<file path="config.mk">
export PLATFORM = sky130hd
export DESIGN_NAME = fid_ctrl
export DESIGN_NICKNAME = d
export VERILOG_FILES = /design/src/hw/fid_pkg.sv /design/src/hw/fid_ctrl.sv
export SDC_FILE = /design/constraint.sdc
export NUM_CORES = 1
export LEC_CHECK = 0
export BUFFER_PORTS_ARGS = -buffer_cell sky130_fd_sc_hd__buf_4
export CAP_MARGIN = 10
export CORE_MARGIN = 8
export CORE_UTILIZATION = 40
export CTS_CLUSTER_SIZE = 24
export DETAILED_ROUTE_END_ITERATION = 8
export PLACE_DENSITY = 0.6
export SYNTH_ARGS = -nofsm -noshare
export SYNTH_HDL_FRONTEND = slang
export SYNTH_SLANG_ARGS = --single-unit
</file>
<file path="constraint.sdc">
create_clock -name ref_clk -period 12.57 [get_ports ref_clk]
set_input_delay 0.6285 -clock ref_clk [delete_from_list [all_inputs] [get_ports ref_clk]]
set_output_delay 0.6285 -clock ref_clk [all_outputs]
set_load 0.01 [all_outputs]
</file>
<file path="src/hw/fid_pkg.sv">
// constants and types of the identification / one-time sector controller
// assumes one 50 MHz clock; serial pins arrive unsynchronised
package fid_pkg;

    // ==========================================
    // timing
    localparam int unsigned CLK_HZ     = 50_000_000;
    localparam int unsigned PUW_MIN_MS = 1;
    localparam int unsigned PUW_CYCLES = PUW_MIN_MS * (CLK_HZ / 1000);

    // ==========================================
    // opcodes
    localparam logic [7:0] OP_ID_PAIR    = 8'h90;
    localparam logic [7:0] OP_ID_JEDEC   = 8'h9f;
    localparam logic [7:0] OP_OTP_ENTER  = 8'h3a;
    localparam logic [7:0] OP_WRITE_DIS  = 8'h04;
    localparam logic [7:0] OP_WRITE_EN   = 8'h06;
    localparam logic [7:0] OP_STATUS_RD  = 8'h05;
    localparam logic [7:0] OP_STATUS_WR  = 8'h01;
    localparam logic [7:0] OP_PROG       = 8'h02;
    localparam logic [7:0] OP_SERASE     = 8'h20;
    localparam logic [7:0] OP_BERASE_A   = 8'hd8;
    localparam logic [7:0] OP_BERASE_B   = 8'h52;
    localparam logic [7:0] OP_CERASE_A   = 8'hc7;
    localparam logic [7:0] OP_CERASE_B   = 8'h60;

    // ==========================================
    // identity bytes, values arbitrary
    localparam logic [7:0] MAN_ID   = 8'h5a;
    localparam logic [7:0] DEV_ID   = 8'h10;
    localparam logic [7:0] MEM_TYPE = 8'h31;
    localparam logic [7:0] MEM_CAP  = 8'h11;

    // ==========================================
    // addresses and status layout
    localparam logic [23:0] ID_ADDR_SWAP = 24'h000001;
    localparam logic [23:0] OTP_BASE     = 24'h01f000;
    localparam logic [23:0] OTP_LAST     = 24'h01f0ff;
    localparam int unsigned ST_WIP_BIT   = 0;
    localparam int unsigned ST_WEL_BIT   = 1;
    localparam int unsigned ST_BP_LSB    = 2;
    localparam int unsigned ST_SRP_BIT   = 7;
    localparam logic [7:0]  STATUS_RESET = 8'h00;

    // ==========================================
    // types
    typedef struct packed {
        logic cs_n;
        logic sclk;
        logic mosi;
    } fid_pins_t;

    localparam fid_pins_t PIN_IDLE = '{cs_n: 1'b1, sclk: 1'b0, mosi: 1'b0};

    typedef enum logic [1:0] {
        KIND_PROG, KIND_SERASE, KIND_BERASE, KIND_CERASE
    } fid_kind_t;

    typedef struct packed {
        logic        start;
        fid_kind_t   kind;
        logic [23:0] addr;
        logic        otp;
    } fid_op_t;

    typedef struct packed {
        logic       vld;
        logic [7:0] data;
    } fid_byte_t;

    typedef enum {
        ST_CMD, ST_ADDR, ST_DATA, ST_OUT, ST_WAIT_CS, ST_IGNORE
    } fid_state_t;

endpackage

</file>
<file path="src/hw/fid_ctrl.sv">
// serial instruction front end: identification reads, status access,
// one-time sector mode and program / erase gating
// assumes the array engine runs on ref_clk and reports array_busy
`timescale 1ns/1ps

// Notes on behaviour
// - 90h plus address zero returns maker, part
// - output bits change on falling clock, msb first
// - address 000001h returns part code first
// - 9Fh returns maker, type, capacity bytes
// - identification opcodes ignored while array busy
// - 24 identity bits follow the 9Fh opcode, 16 after the 90h address
// - raising select ends output, driver released
// - select high returns to standby, waits
// - 3Ah enters one-time sector mode
// - one-time sector sits at 01F000h-01F0FFh
// - protect bit reads as lock in mode
// - lock set blocks program and erase in mode
// - status write in mode sets lock permanently
// - sector writable only unlocked with protect 000
// - other sectors writable in mode only unlocked
// - 04h leaves one-time sector mode
// - only 20h erases the one-time sector
// - writes rejected during power-up delay
// - status reads 00h after reset
// - program or erase needs write enable latch
module fid_ctrl #(
    parameter int unsigned PUW_CYCLES_P = fid_pkg::PUW_CYCLES
) (
    input  wire logic              ref_clk,            // 50 MHz clock
    input  wire logic              rst,                // async reset
    input  wire fid_pkg::fid_pins_t spi_pins,          // raw serial pins
    input  wire logic              array_busy,         // array cycle running
    output logic                   miso_data,          // serial out level
    output logic                   miso_oe,            // serial out drive
    output fid_pkg::fid_op_t       array_op,           // granted operation
    output fid_pkg::fid_byte_t     prog_byte,          // program data byte
    output logic                   otp_mode,           // sector mode active
    output logic                   otp_lock,           // lock bit
    output logic                   write_enable_latch, // latch state
    output logic                   powerup_done        // writes accepted
);
    import fid_pkg::*;

    // ==========================================
    // pin synchroniser
    fid_pins_t pin_s1_r, pin_s2_r, pin_s3_r;
    fid_pins_t pin_f_r, pin_f_nxt;
    fid_pins_t pin_p_r;
    logic      sclk_rise, sclk_fall, cs_rise;

    // a change counts once stages two and three agree
    always_comb begin
        pin_f_nxt = fid_pins_t'((~(pin_s2_r ^ pin_s3_r) & pin_s3_r)
                              | ((pin_s2_r ^ pin_s3_r) & pin_f_r));
    end

    always_ff @(posedge ref_clk or posedge rst) begin
        if (rst) begin
            pin_s1_r <= PIN_IDLE;
            pin_s2_r <= PIN_IDLE;
            pin_s3_r <= PIN_IDLE;
            pin_f_r  <= PIN_IDLE;
            pin_p_r  <= PIN_IDLE;
        end else begin
            pin_s1_r <= spi_pins;
            pin_s2_r <= pin_s1_r;
            pin_s3_r <= pin_s2_r;
            pin_f_r  <= pin_f_nxt;
            pin_p_r  <= pin_f_r;
        end
    end

    assign sclk_rise = pin_f_r.sclk & ~pin_p_r.sclk;
    assign sclk_fall = ~pin_f_r.sclk & pin_p_r.sclk;
    assign cs_rise   = pin_f_r.cs_n & ~pin_p_r.cs_n;

    // ==========================================
    // power-up write delay
    logic [31:0] pup_cnt_r, pup_cnt_nxt;
    logic        pup_done_r, pup_done_nxt;

    always_comb begin
        pup_cnt_nxt  = pup_cnt_r;
        pup_done_nxt = pup_done_r;
        if (!pup_done_r) begin
            if (pup_cnt_r == PUW_CYCLES_P - 32'd1) begin
                pup_done_nxt = 1'b1;
            end else begin
                pup_cnt_nxt = pup_cnt_r + 32'd1;
            end
        end
    end

    always_ff @(posedge ref_clk or posedge rst) begin
        if (rst) begin
            pup_cnt_r  <= 32'h0;
            pup_done_r <= 1'b0;
        end else begin
            pup_cnt_r  <= pup_cnt_nxt;
            pup_done_r <= pup_done_nxt;
        end
    end

    // ==========================================
    // instruction engine
    fid_state_t  state_r, state_nxt;
    logic [4:0]  bit_cnt_r, bit_cnt_nxt;
    logic [23:0] in_sr_r, in_sr_nxt;
    logic [23:0] shifted;
    logic [7:0]  cmd_r, cmd_nxt;
    logic [23:0] addr_r, addr_nxt;
    logic [23:0] out_vec_r, out_vec_nxt;
    logic [4:0]  out_idx_r, out_idx_nxt;
    logic [4:0]  out_last_r, out_last_nxt;
    logic [4:0]  out_pos;
    logic        out_bit;
    logic [7:0]  status_live;
    logic [7:0]  st_data_r, st_data_nxt;
    logic        miso_r, miso_nxt;
    logic        oe_r, oe_nxt;
    logic        wel_r, wel_nxt;
    logic        srp_r, srp_nxt;
    logic [2:0]  bp_r, bp_nxt;
    logic        lock_r, lock_nxt;
    logic        otp_r, otp_nxt;
    logic        prog_ok_r, prog_ok_nxt;
    logic        first_r, first_nxt;
    fid_op_t     op_r, op_nxt;
    fid_byte_t   byte_r, byte_nxt;

    assign shifted = {in_sr_r[22:0], pin_f_r.mosi};
    assign out_pos = 5'd23 - out_idx_r;

    // protect position shows lock in mode
    always_comb begin
        status_live             = STATUS_RESET;
        status_live[ST_SRP_BIT] = otp_r ? lock_r : srp_r;
        status_live[ST_BP_LSB +: 3] = bp_r;
        status_live[ST_WEL_BIT] = wel_r;
        status_live[ST_WIP_BIT] = array_busy;
    end

    assign out_bit = (cmd_r == OP_STATUS_RD) ?
                     status_live[~out_idx_r[2:0]] : out_vec_r[out_pos];

    // target inside the one-time sector window
    function automatic logic otp_target(input fid_kind_t k,
                                        input logic [23:0] a);
        return otp_r && (k == KIND_PROG || k == KIND_SERASE)
               && a >= OTP_BASE && a <= OTP_LAST;
    endfunction

    // write permission for program and erase
    function automatic logic op_allowed(input fid_kind_t k,
                                        input logic [23:0] a);
        logic ok;
        ok = wel_r & pup_done_r & ~array_busy;
        if (otp_r) begin
            ok = ok & ~lock_r;
            if (otp_target(k, a)) begin
                ok = ok & (bp_r == 3'h0);
            end
        end
        return ok;
    endfunction

    always_comb begin
        fid_kind_t er_kind;
        logic      er_req;
        logic      ok;
        er_kind      = KIND_SERASE;
        er_req       = 1'b0;
        ok           = 1'b0;
        state_nxt    = state_r;
        bit_cnt_nxt  = bit_cnt_r;
        in_sr_nxt    = in_sr_r;
        cmd_nxt      = cmd_r;
        addr_nxt     = addr_r;
        out_vec_nxt  = out_vec_r;
        out_idx_nxt  = out_idx_r;
        out_last_nxt = out_last_r;
        st_data_nxt  = st_data_r;
        miso_nxt     = miso_r;
        oe_nxt       = oe_r;
        wel_nxt      = wel_r;
        srp_nxt      = srp_r;
        bp_nxt       = bp_r;
        lock_nxt     = lock_r;
        otp_nxt      = otp_r;
        prog_ok_nxt  = prog_ok_r;
        first_nxt    = first_r;
        op_nxt       = op_r;
        op_nxt.start = 1'b0;
        byte_nxt     = byte_r;
        byte_nxt.vld = 1'b0;
        if (pin_f_r.cs_n) begin
            state_nxt   = ST_CMD;
            bit_cnt_nxt = 5'd0;
            oe_nxt      = 1'b0;
            if (cs_rise && state_r == ST_WAIT_CS) begin
                case (cmd_r)
                    OP_WRITE_EN: begin
                        if (pup_done_r && !array_busy) begin
                            wel_nxt = 1'b1;
                        end
                    end
                    OP_WRITE_DIS: begin
                        wel_nxt = 1'b0;
                        otp_nxt = 1'b0;
                    end
                    OP_OTP_ENTER: begin
                        if (!array_busy) begin
                            otp_nxt = 1'b1;
                        end
                    end
                    OP_STATUS_WR: begin
                        if (wel_r && pup_done_r && !array_busy) begin
                            wel_nxt = 1'b0;
                            if (otp_r) begin
                                lock_nxt = 1'b1;
                            end else begin
                                srp_nxt = st_data_r[ST_SRP_BIT];
                                bp_nxt  = st_data_r[ST_BP_LSB +: 3];
                            end
                        end
                    end
                    OP_SERASE: begin
                        er_req  = 1'b1;
                        er_kind = KIND_SERASE;
                    end
                    OP_BERASE_A, OP_BERASE_B: begin
                        er_req  = 1'b1;
                        er_kind = KIND_BERASE;
                    end
                    OP_CERASE_A, OP_CERASE_B: begin
                        er_req  = 1'b1;
                        er_kind = KIND_CERASE;
                    end
                    default: begin
                    end
                endcase
                if (er_req && op_allowed(er_kind, addr_r)) begin
                    // only sector erase reaches the sector
                    op_nxt.start = 1'b1;
                    op_nxt.kind  = er_kind;
                    op_nxt.addr  = addr_r;
                    op_nxt.otp   = otp_target(er_kind, addr_r);
                    wel_nxt      = 1'b0;
                end
            end
        end else if (sclk_rise) begin
            bit_cnt_nxt = bit_cnt_r + 5'd1;
            in_sr_nxt   = shifted;
            case (state_r)
                ST_CMD: begin
                    if (bit_cnt_r == 5'd7) begin
                        bit_cnt_nxt = 5'd0;
                        cmd_nxt     = shifted[7:0];
                        out_idx_nxt = 5'd0;
                        case (shifted[7:0])
                            OP_ID_PAIR: begin
                                state_nxt = array_busy ? ST_IGNORE : ST_ADDR;
                            end
                            OP_ID_JEDEC: begin
                                state_nxt    = array_busy ? ST_IGNORE : ST_OUT;
                                out_vec_nxt  = {MAN_ID, MEM_TYPE, MEM_CAP};
                                out_last_nxt = 5'd23;
                            end
                            OP_STATUS_RD: begin
                                state_nxt    = ST_OUT;
                                out_last_nxt = 5'd7;
                            end
                            OP_WRITE_EN, OP_WRITE_DIS, OP_OTP_ENTER,
                            OP_CERASE_A, OP_CERASE_B: begin
                                state_nxt = ST_WAIT_CS;
                            end
                            OP_STATUS_WR: begin
                                state_nxt = ST_DATA;
                            end
                            OP_PROG, OP_SERASE,
                            OP_BERASE_A, OP_BERASE_B: begin
                                state_nxt = ST_ADDR;
                            end
                            default: begin
                                state_nxt = ST_IGNORE;
                            end
                        endcase
                    end
                end
                ST_ADDR: begin
                    if (bit_cnt_r == 5'd23) begin
                        bit_cnt_nxt = 5'd0;
                        addr_nxt    = shifted;
                        first_nxt   = 1'b1;
                        if (cmd_r == OP_ID_PAIR) begin
                            state_nxt    = ST_OUT;
                            out_last_nxt = 5'd15;
                            if (shifted == ID_ADDR_SWAP) begin
                                out_vec_nxt = {DEV_ID, MAN_ID, 8'h00};
                            end else begin
                                out_vec_nxt = {MAN_ID, DEV_ID, 8'h00};
                            end
                        end else if (cmd_r == OP_PROG) begin
                            state_nxt = ST_DATA;
                        end else begin
                            state_nxt = ST_WAIT_CS;
                        end
                    end
                end
                ST_DATA: begin
                    if (bit_cnt_r == 5'd7) begin
                        bit_cnt_nxt = 5'd0;
                        if (cmd_r == OP_STATUS_WR) begin
                            st_data_nxt = shifted[7:0];
                            state_nxt   = ST_WAIT_CS;
                        end else begin
                            // first byte decides the grant
                            ok = first_r ? op_allowed(KIND_PROG, addr_r)
                                         : prog_ok_r;
                            if (first_r) begin
                                op_nxt.start = ok;
                                op_nxt.kind  = KIND_PROG;
                                op_nxt.addr  = addr_r;
                                op_nxt.otp   = otp_target(KIND_PROG, addr_r);
                                if (ok) begin
                                    wel_nxt = 1'b0;
                                end
                            end
                            prog_ok_nxt   = ok;
                            first_nxt     = 1'b0;
                            byte_nxt.vld  = ok;
                            byte_nxt.data = shifted[7:0];
                        end
                    end
                end
                ST_WAIT_CS: begin
                    // surplus bits cancel the instruction
                    state_nxt = ST_IGNORE;
                end
                default: begin
                end
            endcase
        end else if (sclk_fall && state_r == ST_OUT) begin
            miso_nxt    = out_bit;
            oe_nxt      = 1'b1;
            out_idx_nxt = (out_idx_r == out_last_r) ? 5'd0
                                                    : out_idx_r + 5'd1;
        end
    end

    always_ff @(posedge ref_clk or posedge rst) begin
        if (rst) begin
            state_r    <= ST_CMD;
            bit_cnt_r  <= 5'd0;
            in_sr_r    <= 24'h0;
            cmd_r      <= 8'h00;
            addr_r     <= 24'h0;
            out_vec_r  <= 24'h0;
            out_idx_r  <= 5'd0;
            out_last_r <= 5'd0;
            st_data_r  <= 8'h00;
            miso_r     <= 1'b0;
            oe_r       <= 1'b0;
            wel_r      <= STATUS_RESET[ST_WEL_BIT];
            srp_r      <= STATUS_RESET[ST_SRP_BIT];
            bp_r       <= STATUS_RESET[ST_BP_LSB +: 3];
            lock_r     <= 1'b0;
            otp_r      <= 1'b0;
            prog_ok_r  <= 1'b0;
            first_r    <= 1'b0;
            op_r       <= '0;
            byte_r     <= '0;
        end else begin
            state_r    <= state_nxt;
            bit_cnt_r  <= bit_cnt_nxt;
            in_sr_r    <= in_sr_nxt;
            cmd_r      <= cmd_nxt;
            addr_r     <= addr_nxt;
            out_vec_r  <= out_vec_nxt;
            out_idx_r  <= out_idx_nxt;
            out_last_r <= out_last_nxt;
            st_data_r  <= st_data_nxt;
            miso_r     <= miso_nxt;
            oe_r       <= oe_nxt;
            wel_r      <= wel_nxt;
            srp_r      <= srp_nxt;
            bp_r       <= bp_nxt;
            lock_r     <= lock_nxt;
            otp_r      <= otp_nxt;
            prog_ok_r  <= prog_ok_nxt;
            first_r    <= first_nxt;
            op_r       <= op_nxt;
            byte_r     <= byte_nxt;
        end
    end

    assign miso_data          = miso_r;
    assign miso_oe            = oe_r;
    assign array_op           = op_r;
    assign prog_byte          = byte_r;
    assign otp_mode           = otp_r;
    assign otp_lock           = lock_r;
    assign write_enable_latch = wel_r;
    assign powerup_done       = pup_done_r;
endmodule

</file>
## Yosys cells after proc, flatten, opt, wreduce, memory -nomap -nowiden

Cells that the tools add are included.

- Add/sub/neg operators: 4
- Mux-type cells: 93
- Magnitude comparators: 4
- Reductions and logical operators: 51
- Bitwise operators: 24
- Eq/ne operators: 57

Operators by type and width:

| operator | number |
|---|---|
| 28-bit 2-to-1 mux | 8 |
| 32-bit 2-to-1 mux | 6 |
| 32-bit one-hot mux with 4 select lines | 1 |
| 24-bit 2-to-1 mux | 4 |
| 32-bit by 3-bit == test with 1-bit output, second input constant | 2 |
| 5-bit 2-to-1 mux | 12 |
| 8-bit == test, second input constant | 7 |
| 8-bit by 3-bit == test with 1-bit output, second input constant | 6 |
| 24-bit one-hot mux with 2 select lines | 1 |
| 9-bit 2-to-1 mux | 5 |
| 1-bit 2-to-1 mux | 39 |
| 32-bit by 1-bit adder with 32-bit output, second input constant | 1 |
| 32-bit by 1-bit == test with 1-bit output, second input constant | 1 |
| 32-bit by 16-bit == test with 1-bit output, second input constant | 1 |
| 32-bit by 2-bit == test with 1-bit output, second input constant | 1 |
| 32-bit by 4-bit == test with 1-bit output, second input constant | 1 |
| 8-bit by 6-bit == test with 1-bit output, second input constant | 4 |
| 8-bit by 7-bit == test with 1-bit output, second input constant | 4 |
| 32-bit logical NOT | 1 |
| 5-bit one-hot mux with 2 select lines | 3 |
| 24-bit by 1-bit == test with 1-bit output, second input constant | 1 |
| 24-bit by 17-bit greater-or-equal comparator with 1-bit output, second input constant | 1 |
| 24-bit by 17-bit less-or-equal comparator with 1-bit output, second input constant | 1 |
| 23-bit 2-to-1 mux | 1 |
| other kinds (46) | 121 |

- Bits of input ports: 6
- Flip-flop bits (word level): 229
- Output and inout bits: 43

## Longest topological paths before layout

Gate-level depths: netlist of the first run.

- Depth in word-level cells: 19
- Gate-level depth with buffers: 8
- Gate-level depth less buffers: 8

## Worst setup path before layout of the first run

No wires, ideal clock.

- Path type: register to register
- From: reg cmd_r[2]
- To: reg bp_r[0]
- Period minus slack after synthesis: 2.307 ns
- Data arrival time: 2.182 ns
- Path slack: 10.263 ns
- Data required time: 12.445 ns
- Stages on the path, launching flop included: 6
- Library setup time: 0.125 ns
- Cell sequence: dfrtp_1 > or4b_1 > or4_1 > buf_6 > nor4_4 > mux2_2

- Word-level cells in the longest chain between the ends: 2

RTL lines:

| what | RTL line | source |
|---|---|---|
| from (decl) | fid_ctrl.sv:111 | `logic [7:0] cmd_r, cmd_nxt;` |
| from (signal assigned) | fid_ctrl.sv:378 | `cmd_r <= cmd_nxt;` |
| 8-bit by 1-bit == test with 1-bit output | fid_ctrl.sv:202 | `case (cmd_r)` |
| 5-bit AND reduction (no line) | -- |  |
| to (signal assigned) | fid_ctrl.sv:367 | `bp_r <= STATUS_RESET[ST_BP_LSB +: 3];` |
| to (signal assigned) | fid_ctrl.sv:388 | `bp_r <= bp_nxt;` |
| to (decl) | fid_ctrl.sv:124 | `logic [2:0] bp_r, bp_nxt;` |

No other way between the ends.
A chain may end at the register's enable or synchronous reset.

## Final worst setup path of the first run

- From: reg pin_p_r[1] in the netlist's numbering
- To: reg byte_r, in the netlist prog_byte[4]

- Word-level cells in the longest chain between the ends: 3

RTL lines:

| what | RTL line | source |
|---|---|---|
| from (decl) | fid_ctrl.sv:49 | `fid_pins_t pin_p_r;` |
| from (signal assigned) | fid_ctrl.sv:70 | `pin_p_r <= pin_f_r;` |
| 1-bit NOT | fid_ctrl.sv:74 | `assign sclk_rise = pin_f_r.sclk & ~pin_p_r.sclk;` |
| 1-bit AND | fid_ctrl.sv:74 |  |
| 5-bit AND reduction (no line) | -- |  |
| to (signal assigned) | fid_ctrl.sv:394 | `byte_r <= byte_nxt;` |
| to (decl) | fid_ctrl.sv:130 | `fid_byte_t byte_r, byte_nxt;` |

No other way between the ends.

==> metrics.csv, run 1 <==
stage,metric,value,unit
status,outcome,finished clean,
sta,max_slew_margin,0.2754,
detailed_routing,ant_nets,0,
placed_design,gp_congestion,0.9054,
clock_tree,htree_num_levels,4,
synth,yosysMostFrequentCell,dfrtp_1,
placed_design,portBuffers,48,
detailed_routing,route.met3.wl,835,um
die,io-pin-count,49,
synth,synth-edff-count,0,
synth,synth_common_cells,"dfrtp_1, mux2_2, nand2_1, nor2_1, o21ai_0",
pwr,power,1.238,mW
clock_tree,cts_setup_buffers,0,
pwr,p_switching,0.3194,mW
detailed_routing,dr_wl_met2,8565,um
die,die_h,157.3,um
grt,grt_pass1_vias,5467,
worst_setup_path,crit_required,12.88,ns
placed_design,dpl.hpwl,12270,um
die,core_region_area,19530,um2
synth,synthTopCellsByArea,"dfrtp_1, mux2_2, mux2_4",
synth,synth-seq-cells,174,
sta,hold_ws,0.3042,ns
sta,fin_crit,2.787,ns
grt,antenna_found_initial,0,
detailed_routing,wl_per_cell,17.93,um
detailed_routing,vias_per_cell,5.509,
sta,finalSetupTns,0,ns
clock_tree,ctsHoldBuffers,0,
worst_setup_path,cp-end-kind,flop,
grt,grt_max_degree,97,
worst_setup_path,crit_arrival,3.09,ns
pwr,leakagePower,4.200,nW
clock_tree,clock-sinks,174,
synth,synthCells,673,
die,dieArea,24740,um2
cells_and_area,drive_gt1_frac,0.2859,
cells_and_area,syn_to_final_growth,14.57,%
clock_tree,cts.path.max_buffers,2,
sta,fmax,358.8,MHz
synth,syn-num-nets,682,
hold_path,min_path_cells,1,
detailed_routing,met1Wirelength,8134,um
cells_and_area,fin_cells,989,
synth,synth_top_area_cell,dfrtp_1,
worst_setup_path,ff2ff_path_depth,6,
clock_tree,post_cts_resized,0,
detailed_routing,drt_iter0_drc,452,
pwr,p_per_area,135.3,nW/um2
synth,synth_top_area_share,0.5296,
flow_run,cap_violations,0,
synth,ys_warn_count,0,
synth,syn_area_per_cell,11.87,um2
pwr,p_clk_frac,0.432,
synth,async_flop_share,1.000,
worst_setup_path,crit_type,reg2reg,
pwr,p_sw_frac,0.2580,
placed_design,place_inst,957,
sta,fin_crit_sh,0.2217,
detailed_routing,wirelength,17740,um
cells_and_area,nets,720,
sta,maxSlewViolCount,0,
sta,skew,0.01335,ns
grt,grt-ovfl-total,0,
sta,setup_viol,0,
clock_tree,path_clk_slew,0.06,ns
synth,syn_area,7985,um2
sta,tightest_slew,1.085,ns
pwr,pwr-share-comb,0.061,
synth,yosys.cell_types.count,69,
detailed_routing,drc,0,
die,dieWidth,157.3,um
worst_setup_path,cp-start-kind,flop,
cells_and_area,diodes,0,
pwr,p_int,0.9184,mW
sta,hold_viol_final,0,
detailed_routing,highest_layer,met4,
pwr,sequentialPowerShare,0.508,
die,start_util,0.4089,
synth,ys_seq_area_frac,0.5461,
synth,dominantRegCellSynth,dfrtp_1,
pwr,ir_worst_vdd,0.00009739,V
hold_path,hp-class,in2reg,
clock_tree,clk_latency,0.43,ns
detailed_routing,drt-pass1-iter-count,5,
sta,rsz0062_at_grt,no,
worst_setup_path,cp_max_fo,30,
clock_tree,cts_tree,yes,
die,std_cell_rows,51,
detailed_routing,vias,5448,
grt,grt_pass1_wl,29530,um
grt,grt_usage,0.1505,
clock_tree,root_buffer,clkbuf_16,
clock_tree,numCtsBuffers,17,
worst max-delay path, cell delays in order (launching register included):
cell and delay [ns]:
dfrtp_1 0.40, nand2b_1 0.25, nor2_2 0.11, buf_4 0.37, nand4_1 0.23, nor2b_1 0.88, mux2_2 0.42
stage by stage:
step	setup WS, ns	cell area (um2)	util
6_report	9.783	9149	0.4685
5_1_grt	9.581	9149	0.4685
4_1_cts	9.778	9149	0.4685
3_5_place_dp	9.811	8544	0.4376
3_3_place_gp	9.789	8544	0.4376
2_1_floorplan	7.233	7985	-
flip-flops by register name, summed over array words and instances, names as in the netlist, 4 cells and up, named ones only:
register   count
addr_r        24
bit_cnt_r      5
in_sr_r       23
array_op      28
pup_cnt_r     32
st_data_r      4
prog_byte      9
cmd_r          8
out_idx_r      5
out_vec_r      4
final timing paths:
| check | from | to | slack [ns] |
|---|---|---|---|
| setup / recovery | pin_p_r[1] | prog_byte[4] | 9.78 |
| hold / removal | spi_pins[2] | pin_s1_r[2] | 0.30 |
| setup reg to reg | pin_p_r[1] | prog_byte[4] | 9.78 |
| hold reg to reg | pin_s1_r[0] | pin_s2_r[0] | 0.35 |
| max in group asynchronous | rst | addr_r[23] | 10.64 |
| min in group asynchronous | rst | array_op[17] | 0.38 |
metal layers:
metal,GRT usage,vias to the layer above
li1,-,2512
met1,0.1975,2771
met2,0.2425,144
met3,0.03482,21
met4,0.04714,0
met5,0,-
power groups by stage:
stage	logic [mW]	clock network [mW]	registers (mW)
global route	0.0854	0.572	0.632
detailed placement	0.0759	0	0.639
CTS	0.0763	0.547	0.629
global placement	0.0740	0	0.637
floorplan	0.0806	0	0.600
finish	0.0753	0.534	0.628
cells in the final DEF (no fill, tap or decap), drive strengths merged, types with 6 or more instances in the layout:
master,count
dfrtp,169
o21ai,29
nor3,14
nor4b,6
inv,18
nor2,42
nand2b,6
and3,11
nand4,18
nor4,15
nand3,17
nand2,47
xnor2,27
xor2,11
o31ai,6
buf,51
nand3b,7
or2,8
mux2,94
a211oi,7
a21oi,16
clkbuf,19
or4,6
cell type report:
| type | count | area [um2] |
|---|---|---|
| fillers | 1806 | 10380 |
| flip-flops and latches | 174 | 4360 |
| multi-input cells | 453 | 3412 |
| clock buffers | 19 | 452.9 |
| repair buffers | 51 | 382.9 |
| well taps | 265 | 331.6 |
| clock inverters | 13 | 151.4 |
| inverters | 14 | 57.56 |
cells by family (layout without fill, tap and decap cells):
kind of cell    count (synthesis)  count (layout)  share of synthesized area
simple gates                  229             229                     0.1630
flops                         174             174                     0.5461
xor+xnor                       38              38                    0.04168
compound gates                 84              84                    0.06754
mux                            96              96                     0.1460
fa+ha+maj                       6               6                   0.008462
buf+inv                        46              97                    0.02726
No activity file was read; power rests on OpenSTA's default activity.
==> run 2: changes to the inputs <==
- ABC_AREA: unset -> 1
- PLACE_DENSITY: 0.6 -> 0.62
- clock period: 12.57 -> 2.5 ns (I/O delays scaled with it)
==> run 2 against run 1 <==
Effect of this change: critical path depth rose by 4; core utilization fell by 0.26 points; die area rose by 4.5%; sequential share of layout area fell by 2.7 points; critical endpoint is now array_op[2]; clock-buffer cell count fell by 2; flip-flop and latch count did not move; area after synthesis rose by 5.1%; sequential power rose to 4.8 times the previous value; first-iteration DRC count fell by 11%; global-route usage rose by 0.79 points; clock power rose to 5.1 times the previous value; fmax rose by 31%.
==> metrics.csv, run 2 <==
stage,metric,value,unit
cells_and_area,largest_reg_flops,32,
synth,synth-xor-area-share,0.02610,
worst_setup_path,crit_type,reg2reg,
grt,grt_most_used_layer,met2,
worst_setup_path,crit_arrival,2.49,ns
clock_tree,clk_latency,0.43,ns
synth,synth_compound_area_frac,0.09142,
sta,finalSetupTns,0,ns
placed_design,dpl.hpwl,14610,um
synth,synth-edff-count,0,
detailed_routing,wirelength,19970,um
sta,fmax,471.7,MHz
pwr,ir_worst_vdd,0.0004660,V
clock_tree,cts_tree,yes,
placed_design,portBuffers,48,
synth,dominantRegCellSynth,dfrtp_1,
sta,tightest_slew,0.6576,ns
worst_setup_path,cp-startpoint,addr_r[8],
synth,synth_common_cells,"nand2_1, dfrtp_1, o21ai_0, inv_1, nor2_1",
grt,grt_use_met2,0.2693,
detailed_routing,wl_per_cell,14.65,um
worst_setup_path,cp-end-kind,flop,
synth,synth_top_area_share,0.5041,
synth,ys_seq_area_frac,0.5198,
synth,syn_area_per_cell,8.233,um2
grt,grt_max_degree,78,
detailed_routing,ant_nets,0,
die,dieArea,25860,um2
cells_and_area,drive_gt1_frac,0.1232,
synth,ys_warn_count,0,
synth,synth_fa_ha_area_frac,0.008054,
hold_path,hp-start,array_busy,
sta,maxSlewViolCount,0,
die,io-pin-count,49,
cells_and_area,design_area,9702,um2
die,dieWidth,160.8,um
clock_tree,post_cts_resized,0,
grt,grt_use_met3,0.03737,
grt,use_met1,0.1904,
clock_tree,clock-sinks,174,
synth,synth_top_area_cell,dfrtp_1,
die,start_util,0.4029,
detailed_routing,vias,6832,
clock_tree,path_clk_slew,0.07,ns
synth,syn_area,8389,um2
synth,synthSimpleGateAreaFrac,0.2829,
cells_and_area,syn_to_final_growth,15.64,%
detailed_routing,drc,0,
sta,max_slew_margin,0.5607,
detailed_routing,drt-pass1-iter-count,5,
worst_setup_path,cp_max_fo,27,
synth,synthTopCellsByArea,"dfrtp_1, nand2_1, o21ai_0",
grt,antenna_found_initial,0,
synth,synth-seq-cells,174,
synth,synth_top_family_by_area,simple AND/OR/NAND/NOR gates,
worst_setup_path,cp-start-kind,flop,
detailed_routing,vias_per_cell,5.012,
synth,async_flop_share,1.000,
grt,grt-ovfl-total,0,
synth,yosys.cell_types.count,44,
flow_run,cap_violations,0,
worst_setup_path,crit_required,2.87,ns
placed_design,gp_congestion,0.9008,
worst_setup_path,worstReg2RegStart,addr_r[8],
sta,fin_crit,2.120,ns
sta,setup_viol,0,
hold_path,hp-class,in2reg,
sta,hold_viol_final,0,
cells_and_area,diodes,0,
synth,syn-num-nets,1028,
clock_tree,numCtsBuffers,17,
status,outcome,finished clean,
sta,fin_crit_sh,0.8481,
clock_tree,cts_setup_buffers,0,
grt,grt_pass1_vias,6679,
clock_tree,htree_num_levels,4,
grt,grt_usage,0.1584,
synth,yosysMostFrequentCell,nand2_1,
cells_and_area,top_register,pup_cnt_r,
synth,synthCells,1019,
pwr,power,6.296,mW
die,core_region_area,20820,um2
die,die_h,160.8,um
pwr,p_per_area,648.9,nW/um2
cells_and_area,layout_common_cells,"nand2_1, dfrtp_1, o21ai_0",
detailed_routing,drt_iter0_drc,403,
synth,synthMuxAreaShare,0.006711,
die,std_cell_rows,53,
cells_and_area,nets,1084,
cells_and_area,final_common_cell,nand2_1,
clock_tree,root_buffer,clkbuf_16,
placed_design,dpl_cell_area,9042,um2
clock_tree,cts.path.max_buffers,2,
grt,grt_pass1_wl,33270,um
pwr,leakagePower,4.594,nW
sta,skew,0.01096,ns
sta,rsz0062_at_grt,no,
-- run 2: cell count changes in the layout (fill, tap and decap cells not counted), sizes merged, moves of 17 or more --
cell   before  now
nand2      47  331
inv        18  108
mux2       94    5
o21ai      29  110
nor2       42   82
nand3      17   43
nor3       14   32
xnor2      27   10
-- run 2: report_power, final --
group | internal, mW | total, mW | leakage (nW) | switching, mW
logic | 0.150 | 0.556 | 1.94 | 0.405
clock network | 1.45 | 2.75 | 0.296 | 1.30
registers | 2.90 | 2.99 | 2.36 | 0.0872
total | 4.50 | 6.30 | 4.59 | 1.79
-- run 2: area by class of cell --
type	count	area, um2
Multi-Input combinational cell	717	3483
Timing Repair Buffer	63	508.0
Tap cell	275	344.1
Inverter	102	386.6
Clock inverter	15	193.9
Sequential cell	174	4360
Clock buffer	17	425.4
Fill cell	2100	11120
-- run 2: repair_timing --
action | 4_1_cts | 5_1_grt
hold buffers | 4 | 0
endpoints found under the setup margin | 0 | 0
endpoints found under the hold margin | 27 | 0
-- run 2: per-layer routing --
metal,vias up,share of wire
li1,3441,-
met1,3210,0.44
met2,142,0.49
met3,39,0.043
met4,0,0.025
met5,-,0
-- run 2: final timing paths --
path / slack, ns / depth (start not counted) / end
min in group asynchronous: 0.34 / 3 / pup_cnt_r[2]
worst max-delay path: 0.38 / 10 / array_op[2]
worst min register to register: 0.35 / 0 / pin_s2_r[0]
worst max register to register: 0.38 / 10 / array_op[2]
worst min-delay path: 0.13 / 4 / otp_mode
max in group asynchronous: 1.35 / 4 / addr_r[19]
-- run 2: stage by stage --
| stage | util | hold slack [ns] | instances | worst slack, ns |
|---|---|---|---|---|
| 2_1_floorplan | - | 0.1295 | 1019 | 0.1544 |
| 3_3_place_gp | 0.4343 | 0.2354 | 1327 | 0.3997 |
| 3_5_place_dp | 0.4343 | 0.2383 | 1327 | 0.3745 |
| 4_1_cts | 0.4659 | 0.09961 | 1363 | 0.3625 |
| 5_1_grt | 0.4659 | 0.1495 | 1363 | 0.09885 |
| 6_report | 0.4659 | 0.1338 | 1363 | 0.3799 |
-- run 2: critical path, cell delays in order, from the launching register on --
cell and delay (ns):
dfrtp_1 0.40, or2_1 0.23, nor2_1 0.18, nand4_1 0.14, nand2_1 0.10, nand2_1 0.05, nand2_1 0.13, nand2_2 0.11
o21bai_4 0.51, nand2_1 0.12, nand2_1 0.09
-- run 2: kinds of logic (layout without fill, tap and decap cells) --
logic type / count (synthesis) / after routing
compound gates: 141 / 141
simple gates: 540 / 540
flops: 174 / 174
xor+xnor: 25 / 25
mux: 5 / 5
fa+ha+maj: 6 / 6
buf+inv: 128 / 197
